## src/rtl/ambient_cal_consts.vh

```
// constants for the ambient calibration and adaptive threshold block
`ifndef AMBIENT_CAL_CONSTS_VH
`define AMBIENT_CAL_CONSTS_VH

// register map, word addresses on the register port
`define ADDR_W 10
`define ADDR_CTRL_A 10'h001
`define ADDR_CTRL_C 10'h003
`define ADDR_CONTACT 10'h040
`define ADDR_STAGE_BASE 10'h080
`define ADDR_STAGE_TOP 10'h09F
`define STAGE_FIELD_UPPER_OFF 2'h0
`define STAGE_FIELD_LOWER_OFF 2'h1
`define STAGE_FIELD_SENS 2'h2

// reset values
`define CTRL_A_RESET 16'h0000
`define CTRL_C_RESET 16'h0000
`define OFFSET_RESET 16'h0000
`define SENS_RESET 16'h0000

// field positions in ambient_comp_control_a / _c
`define FP_SKIP_HI 13
`define FP_SKIP_LO 12
`define LP_SKIP_HI 15
`define LP_SKIP_LO 14
`define PUSH_LVL_HI 15
`define PUSH_LVL_LO 14

// field positions in a stage sensitivity word
`define LOWER_SENS_HI 3
`define LOWER_SENS_LO 0
`define UPPER_SENS_HI 7
`define UPPER_SENS_LO 4
`define LOWER_PEAK_HI 11
`define LOWER_PEAK_LO 8
`define UPPER_PEAK_HI 15
`define UPPER_PEAK_LO 12

// full-power code 00 drops three samples, so the drop count is code plus this base
`define FP_SKIP_BASE 3'h3

// percentage table in 1/1024 units: 25% plus 4.6875% per code step
`define PCT_BASE 10'h100
`define PCT_STEP 10'h030
`define PCT_SHIFT 10

// slow filter averaging weight: ambient moves by a quarter of the error per push
`define AMB_SHIFT 2

// bank 3 word layout, one group of eight words per stage
`define WORD_AMBIENT 3'h0
`define WORD_LAST_PUSH 3'h1
`define WORD_AVG_MAX 3'h2
`define WORD_AVG_MIN 3'h3
`define WORD_UPPER_LIMIT 3'h4
`define WORD_LOWER_LIMIT 3'h5
`define READ_LAST 3'h4
`define WRITE_LAST 3'h5
`define BANK3_DEPTH 64
`define BANK3_AW 6

`endif

```

## src/rtl/adaptive_ambient_calibration.v

```verilog
// per-stage ambient tracking, slow filter gating and adaptive threshold engine
`timescale 1ns/1ps
`default_nettype none
`include "ambient_cal_consts.vh"

// What this block does
// - ambient drift measured per stage shifts that stage's upper and lower offsets.
// - after offsets move, both limits are recomputed from them in the same pass.
// - slow filter ambient and last push of every stage live in the bank 3 memory.
// - control word 0x001 holds full-power skip at 13:12, low-power skip at 15:14.
// - skip fields choose how many converter samples are dropped before the slow filter.
// - full-power update period is full-power skip code plus three dropped samples, then one push.
// - low-power update period is low-power skip plus one samples of that stage.
// - word 0x003 bits 15:14 set minimum change needed before a slow filter push.
// - limits are referenced to ambient; contact only when output passes a limit.
// - limits are a percentage of the response, or of offsets until averages open up, chosen by sensitivity, around ambient.
// - average maximum and minimum are tracked; limits rescale when either moves.
// - four-bit sensitivity code picks one of 16 levels from 25% to 95.32%.
// - code 1000 places the upper limit at about 62.51% of the response.
// - minimum average updates only when output is within the lower peak window.
// - maximum average updates only when output is within the upper peak window.
// - ambient used in both limit equations is the slow-filtered untouched output.
module adaptive_ambient_calibration (
    input wire clock_i,
    input wire rst_n_i,
    input wire reg_wr_i,
    input wire reg_rd_i,
    input wire [`ADDR_W-1:0] reg_addr_i,
    input wire [15:0] reg_wdata_i,
    output reg [15:0] reg_rdata_o,
    input wire sample_valid_i,
    input wire [2:0] sample_stage_i,
    input wire [15:0] sample_data_i,
    input wire low_power_i,
    output reg busy_o,
    output reg [7:0] contact_o
);

    localparam S_IDLE = 2'b00;
    localparam S_READ = 2'b01;
    localparam S_WRITE = 2'b10;

    // sensitivity or peak code to a fraction of 1024
    function [9:0] pct;
        input [3:0] code;
        begin
            pct = `PCT_BASE + code * `PCT_STEP;
        end
    endfunction

    // scale a response by a code's fraction
    function [15:0] scale;
        input [15:0] span;
        input [3:0] code;
        reg [25:0] prod;
        begin
            prod = span * pct(code);
            scale = prod[25:`PCT_SHIFT];
        end
    endfunction

    reg [15:0] ctrl_a;
    reg [15:0] ctrl_c;
    reg [15:0] upper_off [0:7];
    reg [15:0] lower_off [0:7];
    reg [15:0] sens [0:7];
    reg [2:0] skip_cnt [0:7];
    reg [7:0] seeded;
    reg [1:0] state;
    reg [2:0] idx;
    reg [2:0] stage;
    reg [15:0] smp;
    reg [15:0] amb;
    reg [15:0] lastp;
    reg [15:0] amax;
    reg [15:0] amin;

    wire [15:0] ram_rdata;
    reg [15:0] ram_wdata;
    wire ram_we;
    wire [`BANK3_AW-1:0] ram_addr;
    wire [2:0] stage_sel;
    wire [1:0] field_sel;
    wire stage_hit;
    integer i;

    // per-stage ambient, last push, averages and limits sit in one memory
    bank3_ram #(
        .WIDTH(16),
        .DEPTH(`BANK3_DEPTH),
        .AW(`BANK3_AW)
    ) u_bank3 (
        .clock_i(clock_i),
        .wr_en_i(ram_we),
        .addr_i(ram_addr),
        .wr_data_i(ram_wdata),
        .rd_data_o(ram_rdata)
    );

    assign ram_we = (state == S_WRITE);
    assign ram_addr = {stage, idx};

    // host access decode for the per-stage words
    assign stage_hit = (reg_addr_i >= `ADDR_STAGE_BASE) && (reg_addr_i <= `ADDR_STAGE_TOP);
    assign stage_sel = reg_addr_i[4:2];
    assign field_sel = reg_addr_i[1:0];

    // effective stored values; an unseeded stage starts from its first sample
    wire first = ~seeded[stage];
    wire [15:0] e_amb = first ? smp : amb;
    wire [15:0] e_last = first ? smp : lastp;
    wire [15:0] e_max = first ? smp : amax;
    wire [15:0] e_min = first ? smp : amin;
    wire [15:0] sw = sens[stage];
    wire [3:0] up_code = sw[`UPPER_SENS_HI:`UPPER_SENS_LO];
    wire [3:0] lo_code = sw[`LOWER_SENS_HI:`LOWER_SENS_LO];
    wire [3:0] up_peak = sw[`UPPER_PEAK_HI:`UPPER_PEAK_LO];
    wire [3:0] lower_peak_window = sw[`LOWER_PEAK_HI:`LOWER_PEAK_LO];

    // slow filter skip: full power drops base plus code samples, low power drops code
    wire [1:0] slow_skip_full_power = ctrl_a[`FP_SKIP_HI:`FP_SKIP_LO];
    wire [1:0] slow_skip_low_power = ctrl_a[`LP_SKIP_HI:`LP_SKIP_LO];
    wire [2:0] skip_target = low_power_i ? {1'b0, slow_skip_low_power}
                                         : `FP_SKIP_BASE + {1'b0, slow_skip_full_power};
    wire skip_hit = (skip_cnt[stage] >= skip_target);

    // responses above and below ambient; fall back to host offsets until averages open up
    wire [15:0] span_up = (e_max > e_amb) ? e_max - e_amb : upper_off[stage];
    wire [15:0] span_dn = (e_min < e_amb) ? e_amb - e_min : lower_off[stage];
    wire [15:0] up_lim_now = e_amb + scale(span_up, up_code);
    wire [15:0] lo_lim_now = e_amb - scale(span_dn, lo_code);
    wire touched = (smp > up_lim_now) || (smp < lo_lim_now);

    // slow filter push gate: change since last push must exceed the update level
    wire [1:0] slow_push_min_delta = ctrl_c[`PUSH_LVL_HI:`PUSH_LVL_LO];
    wire [15:0] push_delta = (smp > e_last) ? smp - e_last : e_last - smp;
    wire push = skip_hit && (push_delta > {14'h0000, slow_push_min_delta}) && ~touched;

    // ambient follows the pushed samples; only untouched samples get
    wire [16:0] amb_err = {1'b0, smp} - {1'b0, e_amb};
    wire [16:0] amb_step = $signed(amb_err) >>> `AMB_SHIFT;
    wire [15:0] next_amb = push ? e_amb + amb_step[15:0] : e_amb;
    wire [15:0] drift = next_amb - e_amb; // two's complement drift

    // offsets ride along with the ambient drift
    wire [15:0] next_upper_off = upper_off[stage] + drift;
    wire [15:0] next_lower_off = lower_off[stage] - drift;

    // peak tracking windows around the current averages
    wire [15:0] max_eff = e_amb + span_up;
    wire [15:0] min_eff = e_amb - span_dn;
    wire near_max = (smp > e_amb) && (smp >= max_eff - scale(span_up, up_peak));
    wire near_min = (smp < e_amb) && (smp <= min_eff + scale(span_dn, lower_peak_window));
    wire [16:0] max_sum = {1'b0, max_eff} + {1'b0, smp};
    wire [16:0] min_sum = {1'b0, min_eff} + {1'b0, smp};
    wire [15:0] next_max = near_max ? max_sum[16:1] : e_max;
    wire [15:0] next_min = near_min ? min_sum[16:1] : e_min;

    // limits recomputed from the new ambient, averages and shifted offsets
    wire [15:0] nspan_up = (next_max > next_amb) ? next_max - next_amb : next_upper_off;
    wire [15:0] nspan_dn = (next_min < next_amb) ? next_amb - next_min : next_lower_off;
    wire [15:0] stage_upper_limit = next_amb + scale(nspan_up, up_code);
    wire [15:0] stage_lower_limit = next_amb - scale(nspan_dn, lo_code);

    // write-back data for the bank 3 words of this stage
    always @* begin
        case (idx)
            `WORD_AMBIENT: ram_wdata = next_amb;
            `WORD_LAST_PUSH: ram_wdata = push ? smp : e_last;
            `WORD_AVG_MAX: ram_wdata = next_max;
            `WORD_AVG_MIN: ram_wdata = next_min;
            `WORD_UPPER_LIMIT: ram_wdata = stage_upper_limit;
            default: ram_wdata = stage_lower_limit;
        endcase
    end

    // sequencer: read four words, then write six; samples offered while busy_o is high are dropped
    always @(posedge clock_i or negedge rst_n_i) begin
        if (!rst_n_i) begin
            state <= S_IDLE;
            idx <= 3'h0;
            stage <= 3'h0;
            smp <= 16'h0000;
            amb <= 16'h0000;
            lastp <= 16'h0000;
            amax <= 16'h0000;
            amin <= 16'h0000;
            busy_o <= 1'b0;
        end else begin
            case (state)
                S_IDLE: begin
                    idx <= 3'h0;
                    if (sample_valid_i) begin
                        stage <= sample_stage_i;
                        smp <= sample_data_i;
                        state <= S_READ;
                        busy_o <= 1'b1;
                    end
                end
                S_READ: begin
                    // read data lags the address by one cycle
                    case (idx)
                        3'h1: amb <= ram_rdata;
                        3'h2: lastp <= ram_rdata;
                        3'h3: amax <= ram_rdata;
                        3'h4: amin <= ram_rdata;
                        default: amb <= amb;
                    endcase
                    if (idx == `READ_LAST) begin
                        idx <= 3'h0;
                        state <= S_WRITE;
                    end else begin
                        idx <= idx + 3'h1;
                    end
                end
                S_WRITE: begin
                    if (idx == `WRITE_LAST) begin
                        idx <= 3'h0;
                        state <= S_IDLE;
                        busy_o <= 1'b0;
                    end else begin
                        idx <= idx + 3'h1;
                    end
                end
                default: begin
                    state <= S_IDLE;
                    busy_o <= 1'b0;
                end
            endcase
        end
    end

    // control words, per-stage host words and per-stage engine state
    // a host write to an offset wins over the engine's drift update in the same cycle
    always @(posedge clock_i or negedge rst_n_i) begin
        if (!rst_n_i) begin
            ctrl_a <= `CTRL_A_RESET;
            ctrl_c <= `CTRL_C_RESET;
            seeded <= 8'h00;
            contact_o <= 8'h00;
            for (i = 0; i < 8; i = i + 1) begin
                upper_off[i] <= `OFFSET_RESET;
                lower_off[i] <= `OFFSET_RESET;
                sens[i] <= `SENS_RESET;
                skip_cnt[i] <= 3'h0;
            end
        end else begin
            // end of a pass: commit per-stage flops
            if (state == S_WRITE && idx == `WRITE_LAST) begin
                seeded[stage] <= 1'b1;
                contact_o[stage] <= touched;
                upper_off[stage] <= next_upper_off;
                lower_off[stage] <= next_lower_off;
                skip_cnt[stage] <= skip_hit ? 3'h0 : skip_cnt[stage] + 3'h1;
            end
            if (reg_wr_i) begin
                if (reg_addr_i == `ADDR_CTRL_A) begin
                    ctrl_a <= reg_wdata_i;
                end else if (reg_addr_i == `ADDR_CTRL_C) begin
                    ctrl_c <= reg_wdata_i;
                end else if (stage_hit && field_sel == `STAGE_FIELD_UPPER_OFF) begin
                    upper_off[stage_sel] <= reg_wdata_i;
                end else if (stage_hit && field_sel == `STAGE_FIELD_LOWER_OFF) begin
                    lower_off[stage_sel] <= reg_wdata_i;
                end else if (stage_hit && field_sel == `STAGE_FIELD_SENS) begin
                    sens[stage_sel] <= reg_wdata_i;
                end
            end
        end
    end

    // register read: data one cycle after the strobe, zero for unmapped words
    always @(posedge clock_i or negedge rst_n_i) begin
        if (!rst_n_i) begin
            reg_rdata_o <= 16'h0000;
        end else if (reg_rd_i) begin
            if (reg_addr_i == `ADDR_CTRL_A) begin
                reg_rdata_o <= ctrl_a;
            end else if (reg_addr_i == `ADDR_CTRL_C) begin
                reg_rdata_o <= ctrl_c;
            end else if (reg_addr_i == `ADDR_CONTACT) begin
                reg_rdata_o <= {8'h00, contact_o};
            end else if (stage_hit && field_sel == `STAGE_FIELD_UPPER_OFF) begin
                reg_rdata_o <= upper_off[stage_sel];
            end else if (stage_hit && field_sel == `STAGE_FIELD_LOWER_OFF) begin
                reg_rdata_o <= lower_off[stage_sel];
            end else if (stage_hit && field_sel == `STAGE_FIELD_SENS) begin
                reg_rdata_o <= sens[stage_sel];
            end else begin
                reg_rdata_o <= 16'h0000;
            end
        end
    end

endmodule
`default_nettype wire

```

## src/rtl/bank3_ram.v

```verilog
// single-port calibration memory with registered read data
`timescale 1ns/1ps
`default_nettype none

module bank3_ram #(
    parameter WIDTH = 16,
    parameter DEPTH = 64,
    parameter AW = 6
) (
    input wire clock_i,
    input wire wr_en_i,
    input wire [AW-1:0] addr_i,
    input wire [WIDTH-1:0] wr_data_i,
    output reg [WIDTH-1:0] rd_data_o
);

    reg [WIDTH-1:0] mem [0:DEPTH-1];

    // write-first is not needed: the sequencer never uses the read data from a cycle in which it writes
    always @(posedge clock_i) begin
        if (wr_en_i) begin
            mem[addr_i] <= wr_data_i;
        end
        rd_data_o <= mem[addr_i];
    end

endmodule
`default_nettype wire

```

## config.mk

```make
export PLATFORM = sky130hd
export DESIGN_NAME = adaptive_ambient_calibration
export DESIGN_NICKNAME = d
export VERILOG_FILES = /design/src/rtl/adaptive_ambient_calibration.v /design/src/rtl/bank3_ram.v
export VERILOG_INCLUDE_DIRS = /design/src /design/src/rtl
export SDC_FILE = /design/constraint.sdc
export NUM_CORES = 2
export LEC_CHECK = 0
export BUFFER_PORTS_ARGS = -buffer_cell sky130_fd_sc_hd__clkbuf_2
export CAP_MARGIN = 20
export CORE_UTILIZATION = 40
export CTS_BUF_LIST = sky130_fd_sc_hd__clkbuf_2 sky130_fd_sc_hd__clkbuf_4 sky130_fd_sc_hd__clkbuf_8
export DETAILED_ROUTE_END_ITERATION = 12
export MAX_ROUTING_LAYER = met4
export PLACE_DENSITY_LB_ADDON = 0.3
export SYNTH_ARGS = -nofsm -noshare
export SYNTH_HDL_FRONTEND = slang
export SYNTH_HIERARCHICAL = 1
export SYNTH_SLANG_ARGS = --single-unit
```

## constraint.sdc

```tcl
create_clock -name clock_i -period 24.6 [get_ports clock_i]
set_input_delay 0 -clock clock_i [delete_from_list [all_inputs] [get_ports clock_i]]
set_output_delay 0 -clock clock_i [all_outputs]
set_load 0.005 [all_outputs]
```

# Yosys cells after proc, flatten, opt, wreduce, memory -nomap -nowiden
# Memory sizes are Yosys's and may differ from the RTL's. A register that Yosys moved wholly into a read port is not among the register bits.
# Cells that the tools add are included.
# W data, S select, Z words.
[classes]
add_sub_neg = 28
multipliers = 10
n_lt_le_gt_ge = 21
eq_ne = 15
n_mux = 83
n_bitwise = 9
reduce_logical = 27
[op_table]
columns = ["op", "count"]
rows = [
  ["$mux W128", 11],
  ["$bwmux W128", 5],
  ["$mux W16", 33],
  ["$bmux W16 S3", 6],
  ["$sub A16 B16 Y16", 12],
  ["$mul A16 B10 Y26", 6],
  ["$add A16 B16 Y16", 6],
  ["$demux W16 S3", 2],
  ["$gt A16 B16 Y1", 5],
  ["$pmux W16 S5", 1],
  ["$lt A16 B16 Y1", 4],
  ["$add A9 B10 Y10 const A", 4],
  ["$add A16 B16 Y17", 2],
  ["$bwmux W24", 1],
  ["$mul A4 B2 Y6 const B", 4],
  ["$mux W3", 7],
  ["$sub A16 B16 Y17", 1],
  ["$ge A16 B16 Y1", 1],
  ["$gt A16 B2 Y1", 1],
  ["$le A16 B16 Y1", 1],
  ["$logic_and A1 B1 Y1", 12],
  ["$reduce_and A2 Y1", 6],
  ["$eq A10 B1 Y1 const B", 1],
  ["$eq A10 B2 Y1 const B", 1],
  ["36 further kinds", 60],
]
[totals]
register_bits = 561
ramBits = 1024
mem_count = 1
[memory_table]
columns = ["memory", "depth", "word_bits", "rd", "rd_clocked_by_memory_dff", "write_ports", "line_no", "text"]
rows = [
  ["u_bank3.mem", 64, 16, 1, 1, 1, "bank3_ram.v:17", "reg [WIDTH-1:0] mem [0:DEPTH-1];"],
]

# Longest topological paths before layout
[logic_depth]
depth_word = 23
mapped_depth = 117
depth_no_buf = 109

# Hierarchy
# The synthesis kept the hierarchy.
[by_module_without_submodules]
columns = ["module", "n_inst", "cells_per_inst", "area_per_inst_um2", "seq_area_each_um2"]
rows = [
  ["adaptive_ambient_calibration", 1, 7697, 65140.0, 14038.5],
  ["bank3_ram", 1, 2275, 39585.5, 31069.8],
]

# Worst setup path before layout
# No wires, ideal clock.
[synth_timing]
path_type = "register -> register"
start = "register stage[0]"
end = "memory u_bank3.mem[0][15] (data pin)"
arrival_ns = 23.361
required_time_ns = 24.082
path_slack_ns = 0.720
path_stages_with_launch = 106
cell_sequence = "dfrtp_1 -> buf_2 -> and2_1 -> a22o_1 -> nor2_1 -> clkbuf_1 -> buf_1 -> clkbuf_1 -> nand2_1 -> nand2_1 -> ha_1 -> inv_1 -> fa_1 -> a21oi_1 -> o21a_1 -> a211oi_1 -> o21ba_2 -> clkbuf_1 -> (+70 left out) -> nor3_1 -> o31ai_1 -> a31o_2 -> nor2_1 -> nand2_1 -> xnor2_1 -> nand2_1 -> o21ai_0 -> ha_1 -> and3_1 -> a211oi_1 -> o21bai_1 -> a21oi_1 -> o21a_1 -> o21ai_1 -> or3_1 -> and4_1 -> o21ai_1"
[synth_via]
elab_chain_len = 19
word_cells_on_any_way = 83
[synth_lines]
columns = ["element", "line_no", "text"]
rows = [
  ["from (decl)", "adaptive_ambient_calibration.v:71", "reg [2:0] stage;"],
  ["from (signal assigned)", "adaptive_ambient_calibration.v:194", "stage <= sample_stage_i;"],
  ["$not A3 Y4 (implied by the code)", "-", ""],
  ["$bmux W16 S3", "adaptive_ambient_calibration.v:114", "wire [15:0] sw = sens[stage];"],
  ["$mux W16 (implied by the code) (2 in a row)", "adaptive_ambient_calibration.v:114", ""],
  ["$mul A4 B2 Y6 (no source line)", "-", ""],
  ["$add A9 B10 Y10 (no source line)", "-", ""],
  ["$mul A16 B10 Y26", "adaptive_ambient_calibration.v:57", "prod = span * pct(code);"],
  ["$add A16 B16 Y16 / $sub A16 B16 Y16 (equally long branches)", "adaptive_ambient_calibration.v:130, adaptive_ambient_calibration.v:131", ""],
  ["$gt A16 B16 Y1 / $lt A16 B16 Y1 (equally long branches)", "adaptive_ambient_calibration.v:132", "wire touched = (smp > up_lim_now) || (smp < lo_lim_now);"],
  ["(+3 left out)", "-", ""],
  ["$mux W16", "adaptive_ambient_calibration.v:142", "wire [15:0] next_amb = push ? e_amb + amb_step[15:0] : e_amb;"],
  ["$sub A16 B16 Y16", "adaptive_ambient_calibration.v:143", "wire [15:0] drift = next_amb - e_amb;"],
  ["$sub A16 B16 Y16 / $add A16 B16 Y16 (equally long branches)", "adaptive_ambient_calibration.v:147, adaptive_ambient_calibration.v:146", ""],
  ["$mux W16, on equally long branches", "adaptive_ambient_calibration.v:161, adaptive_ambient_calibration.v:160", ""],
  ["$mul A16 B10 Y26", "adaptive_ambient_calibration.v:57", ""],
  ["$sub A16 B16 Y16 / $add A16 B16 Y16 (equally long branches)", "adaptive_ambient_calibration.v:163, adaptive_ambient_calibration.v:162", ""],
  ["$pmux W16 S5 (*)", "adaptive_ambient_calibration.v:167", "case (idx)"],
  ["net ram_wdata[15]", "adaptive_ambient_calibration.v:79", "reg [15:0] ram_wdata;"],
  ["to (decl)", "bank3_ram.v:17", ""],
]
# The timed path passes the listed nets; every way through them passes the cells marked *. The select of a mux whose other input is x is not followed.

# Worst setup path in the final report
[layout_timing]
start = "register stage[2]"
end = "memory u_bank3.mem[15][12] (data pin)"
# Same word-level chain as after synthesis.

==> summary.txt <==
Core ar.: 260000 um^2
Synthesized Nets: 11.1k
Crit path capture: u_bank3/mem[15][12]
Remaining antenna violation count: 0
Residual DRC: 0
CTS tree: done
Post-synth EDFFs: 1024
Max_slew headroom: 16.1%
Via count: 85.3k
Tcrit/Tclk final: 96.4%
Number of global-route vias before repair: 83.0k
Main synth FF type: edfxtp_1
WL/cell: 28.4 um
Critical R2R Capture: u_bank3/mem[15][12]
Status: complete, no violations
Crit end category: flip-flop
Die area: 264000 um^2
Fmax: 42.2 MHz
Post-Syn Instances: 9972
Seq cells post-synth: 1601
Count of cell types in the netlist: 112
Total wire length: 397 mm
1st-pass router iterations: 6
CP max stage cell: or4_1
Post-synth ARST share: 35.0%
CP Launch Point: stage[2]
DR WL met3: 38.0 mm
Reg2reg start: stage[2]
Boundary Pins: 76
GR Util All Layers: 30.3%
H-tree depth: 5
Crit path DAT: 24410 ps
Clock-pin slew of the registers on the worst-case setup and hold paths: 60 ps
Max incr delay on CP: 940 ps
Root Driver: clkbuf_8
Die Width: 514 um
M1 WL: 160 mm
Worst slack, placed: 424 ps
Maximum number of pins on one net before global-route repair: 160
Kind of critical path: reg2reg
Startpoint types: flip-flop
Sequential area share after synthesis: 43.1%
Die Span Y: 514 um
Synth warnings: 6
Hold Violations, Final: 0
Clk buf depth: 4
I/O Buffers: 75
Hpwl dp: 278 mm
CTS Buf Count: 285
Clk sinks: 1601
Register-to-Register Setup Slack: 890 ps
GRT Residual Overflow: 0
Row count: 187
Top cell by count, worst path: ha_1
Max-slew violations: 0
DR iter-0 viols: 10.3k
Cell count of the worst reg-to-reg path: 92
Met2 routed WL: 175 mm
Fin crit period: 23710 ps
Final WS setup: 890 ps
P&R area growth vs syn: 12.1%
Max Fanout on Critical Path: 40
Skew final: 142 ps
Worst Tran Pin Value: 1260 ps
Max-cap viol count: 0
Synthesized area: 105000 um^2
WP data required: 25300 ps
Initial Util: 40.3%
Net count, final: 11.4k
HP Class: in2reg
Layout cell share with drive strength beyond 1: 14.3%
Vias per std cell: 6.11
Initial antenna violation count: 18
Final Setup Violations: 0
Clk_lat worst skew: 1080 ps
Gpl congestion: 1.07
Highest routed layer: met4
Avg Inst Size Synth: 10.5 um^2
Global-route wire length before repair: 572 mm
[placed cells by master, fill, tap and decap left out, drive strengths merged, types with 67 or more instances in the layout]
cell type	instances
edfxtp	1024
nand2	932
ha	752
nor2	725
inv	646
a21oi	619
o21ai	582
dfrtp	561
clkbuf	481
buf	436
fa	363
a22oi	335
mux2	328
xnor2	232
a221oi	229
o22ai	223
mux2i	206
and2	171
a21o	121
xor2	120
nor3	94
nand3	90
nand2b	88
nor2b	88
dlygate4sd3	73
a31oi	68
nand4	67
[final cells by class]
class | count | area [um^2]
Clock inverter | 63 | 344
Fill cell | 24200 | 143000
Multi-Input combinational cell | 7150 | 55500
Antenna cell | 18 | 45.0
Clock buffer | 406 | 4980
Timing Repair Buffer | 584 | 4620
Inverter | 644 | 2420
Sequential cell | 1601 | 45100
Tap cell | 3496 | 4370
[sequential cells by signal, indices dropped and copies added, names as in the netlist, 8 cells and up]
register           count
smp                   16
contact_o              8
amax                  16
u_bank3/mem         1024
reg_rdata_o           16
ctrl_a                16
amin                  16
u_bank3/rd_data_o     16
upper_off            128
ctrl_c                16
lastp                 16
lower_off            128
amb                   16
sens                 128
skip_cnt              24
seeded                 8
[synth_stat cells (322+ instances only)]
cell / n / area, um^2
nor2_1: 725 / 2720
edfxtp_1: 1024 / 30700
fa_1: 363 / 7270
inv_1: 639 / 2400
clkbuf_1: 376 / 1410
nand2_1: 931 / 3490
a22oi_1: 333 / 2500
o21ai_0: 546 / 2730
ha_1: 752 / 9410
a21oi_1: 615 / 3080
mux2_2: 322 / 3630
dfrtp_1: 561 / 14000
[stage by stage]
| stage | util (%) | hold slack [ps] | cells | TNS, ps | cell area, um^2 |
|---|---|---|---|---|---|
| final | 45.2 | 192 | 14000 | 0 | 117000 |
| after global routing | 45.2 | 165 | 14000 | -1300 | 117000 |
| after CTS | 45.0 | 118 | 13900 | 0 | 117000 |
| after detailed placement | 42.7 | 154 | 13400 | 0 | 111000 |
| after global placement | 42.6 | 143 | 13400 | 0 | 111000 |
| after floorplan | - | -296 | 9972 | 0 | 105000 |
[worst max-delay path, delay by kind of cell (launching register included)]
family | cells | cell delay, ps
compound gates | 29 | 5830
fa+ha+maj | 17 | 6630
buf+inv | 15 | 3240
simple gates | 21 | 4410
xor+xnor | 9 | 2070
mux | 1 | 680
flops | 1 | 390
[routing by layer]
layer	global-route usage, %	vias up
met4	16.0	0
met1	39.2	42700
met3	5.84	1009
li1	-	36900
met2	44.9	4711
met5	-	-
[timing repair]
item,in CTS,in global routing
hold buffers,74,0
hold endpoints to repair,795,0
resized for setup,0,46
buffers inserted,0,5
setup endpoints to repair,0,576
[worst min path at each step]
stage,start,end,slack (ps),cells after the start
floorplan,rst_n_i,amax[0],-300,0
global placement,rst_n_i,sens[107],140,1
detailed placement,rst_n_i,sens[107],150,1
CTS,reg_wdata_i[0],upper_off[32],120,4
global route,reg_wdata_i[8],upper_off[8],160,4
finish,reg_wdata_i[8],upper_off[8],190,4
[logic make-up after synthesis]
| family | synth area share, % |
|---|---|
| xor gates and xnor gates | 3.01 |
| buffers and inverters | 4.63 |
| DFF | 43.1 |
| adders and majority gates | 16.0 |
| muxes | 5.97 |
| AOI/OAI and AO/OA | 16.5 |
| and+or+nand+nor | 10.8 |
Power is not shown: default switching activity piles up to over one toggle a cycle in this logic, so the estimate is an artifact.
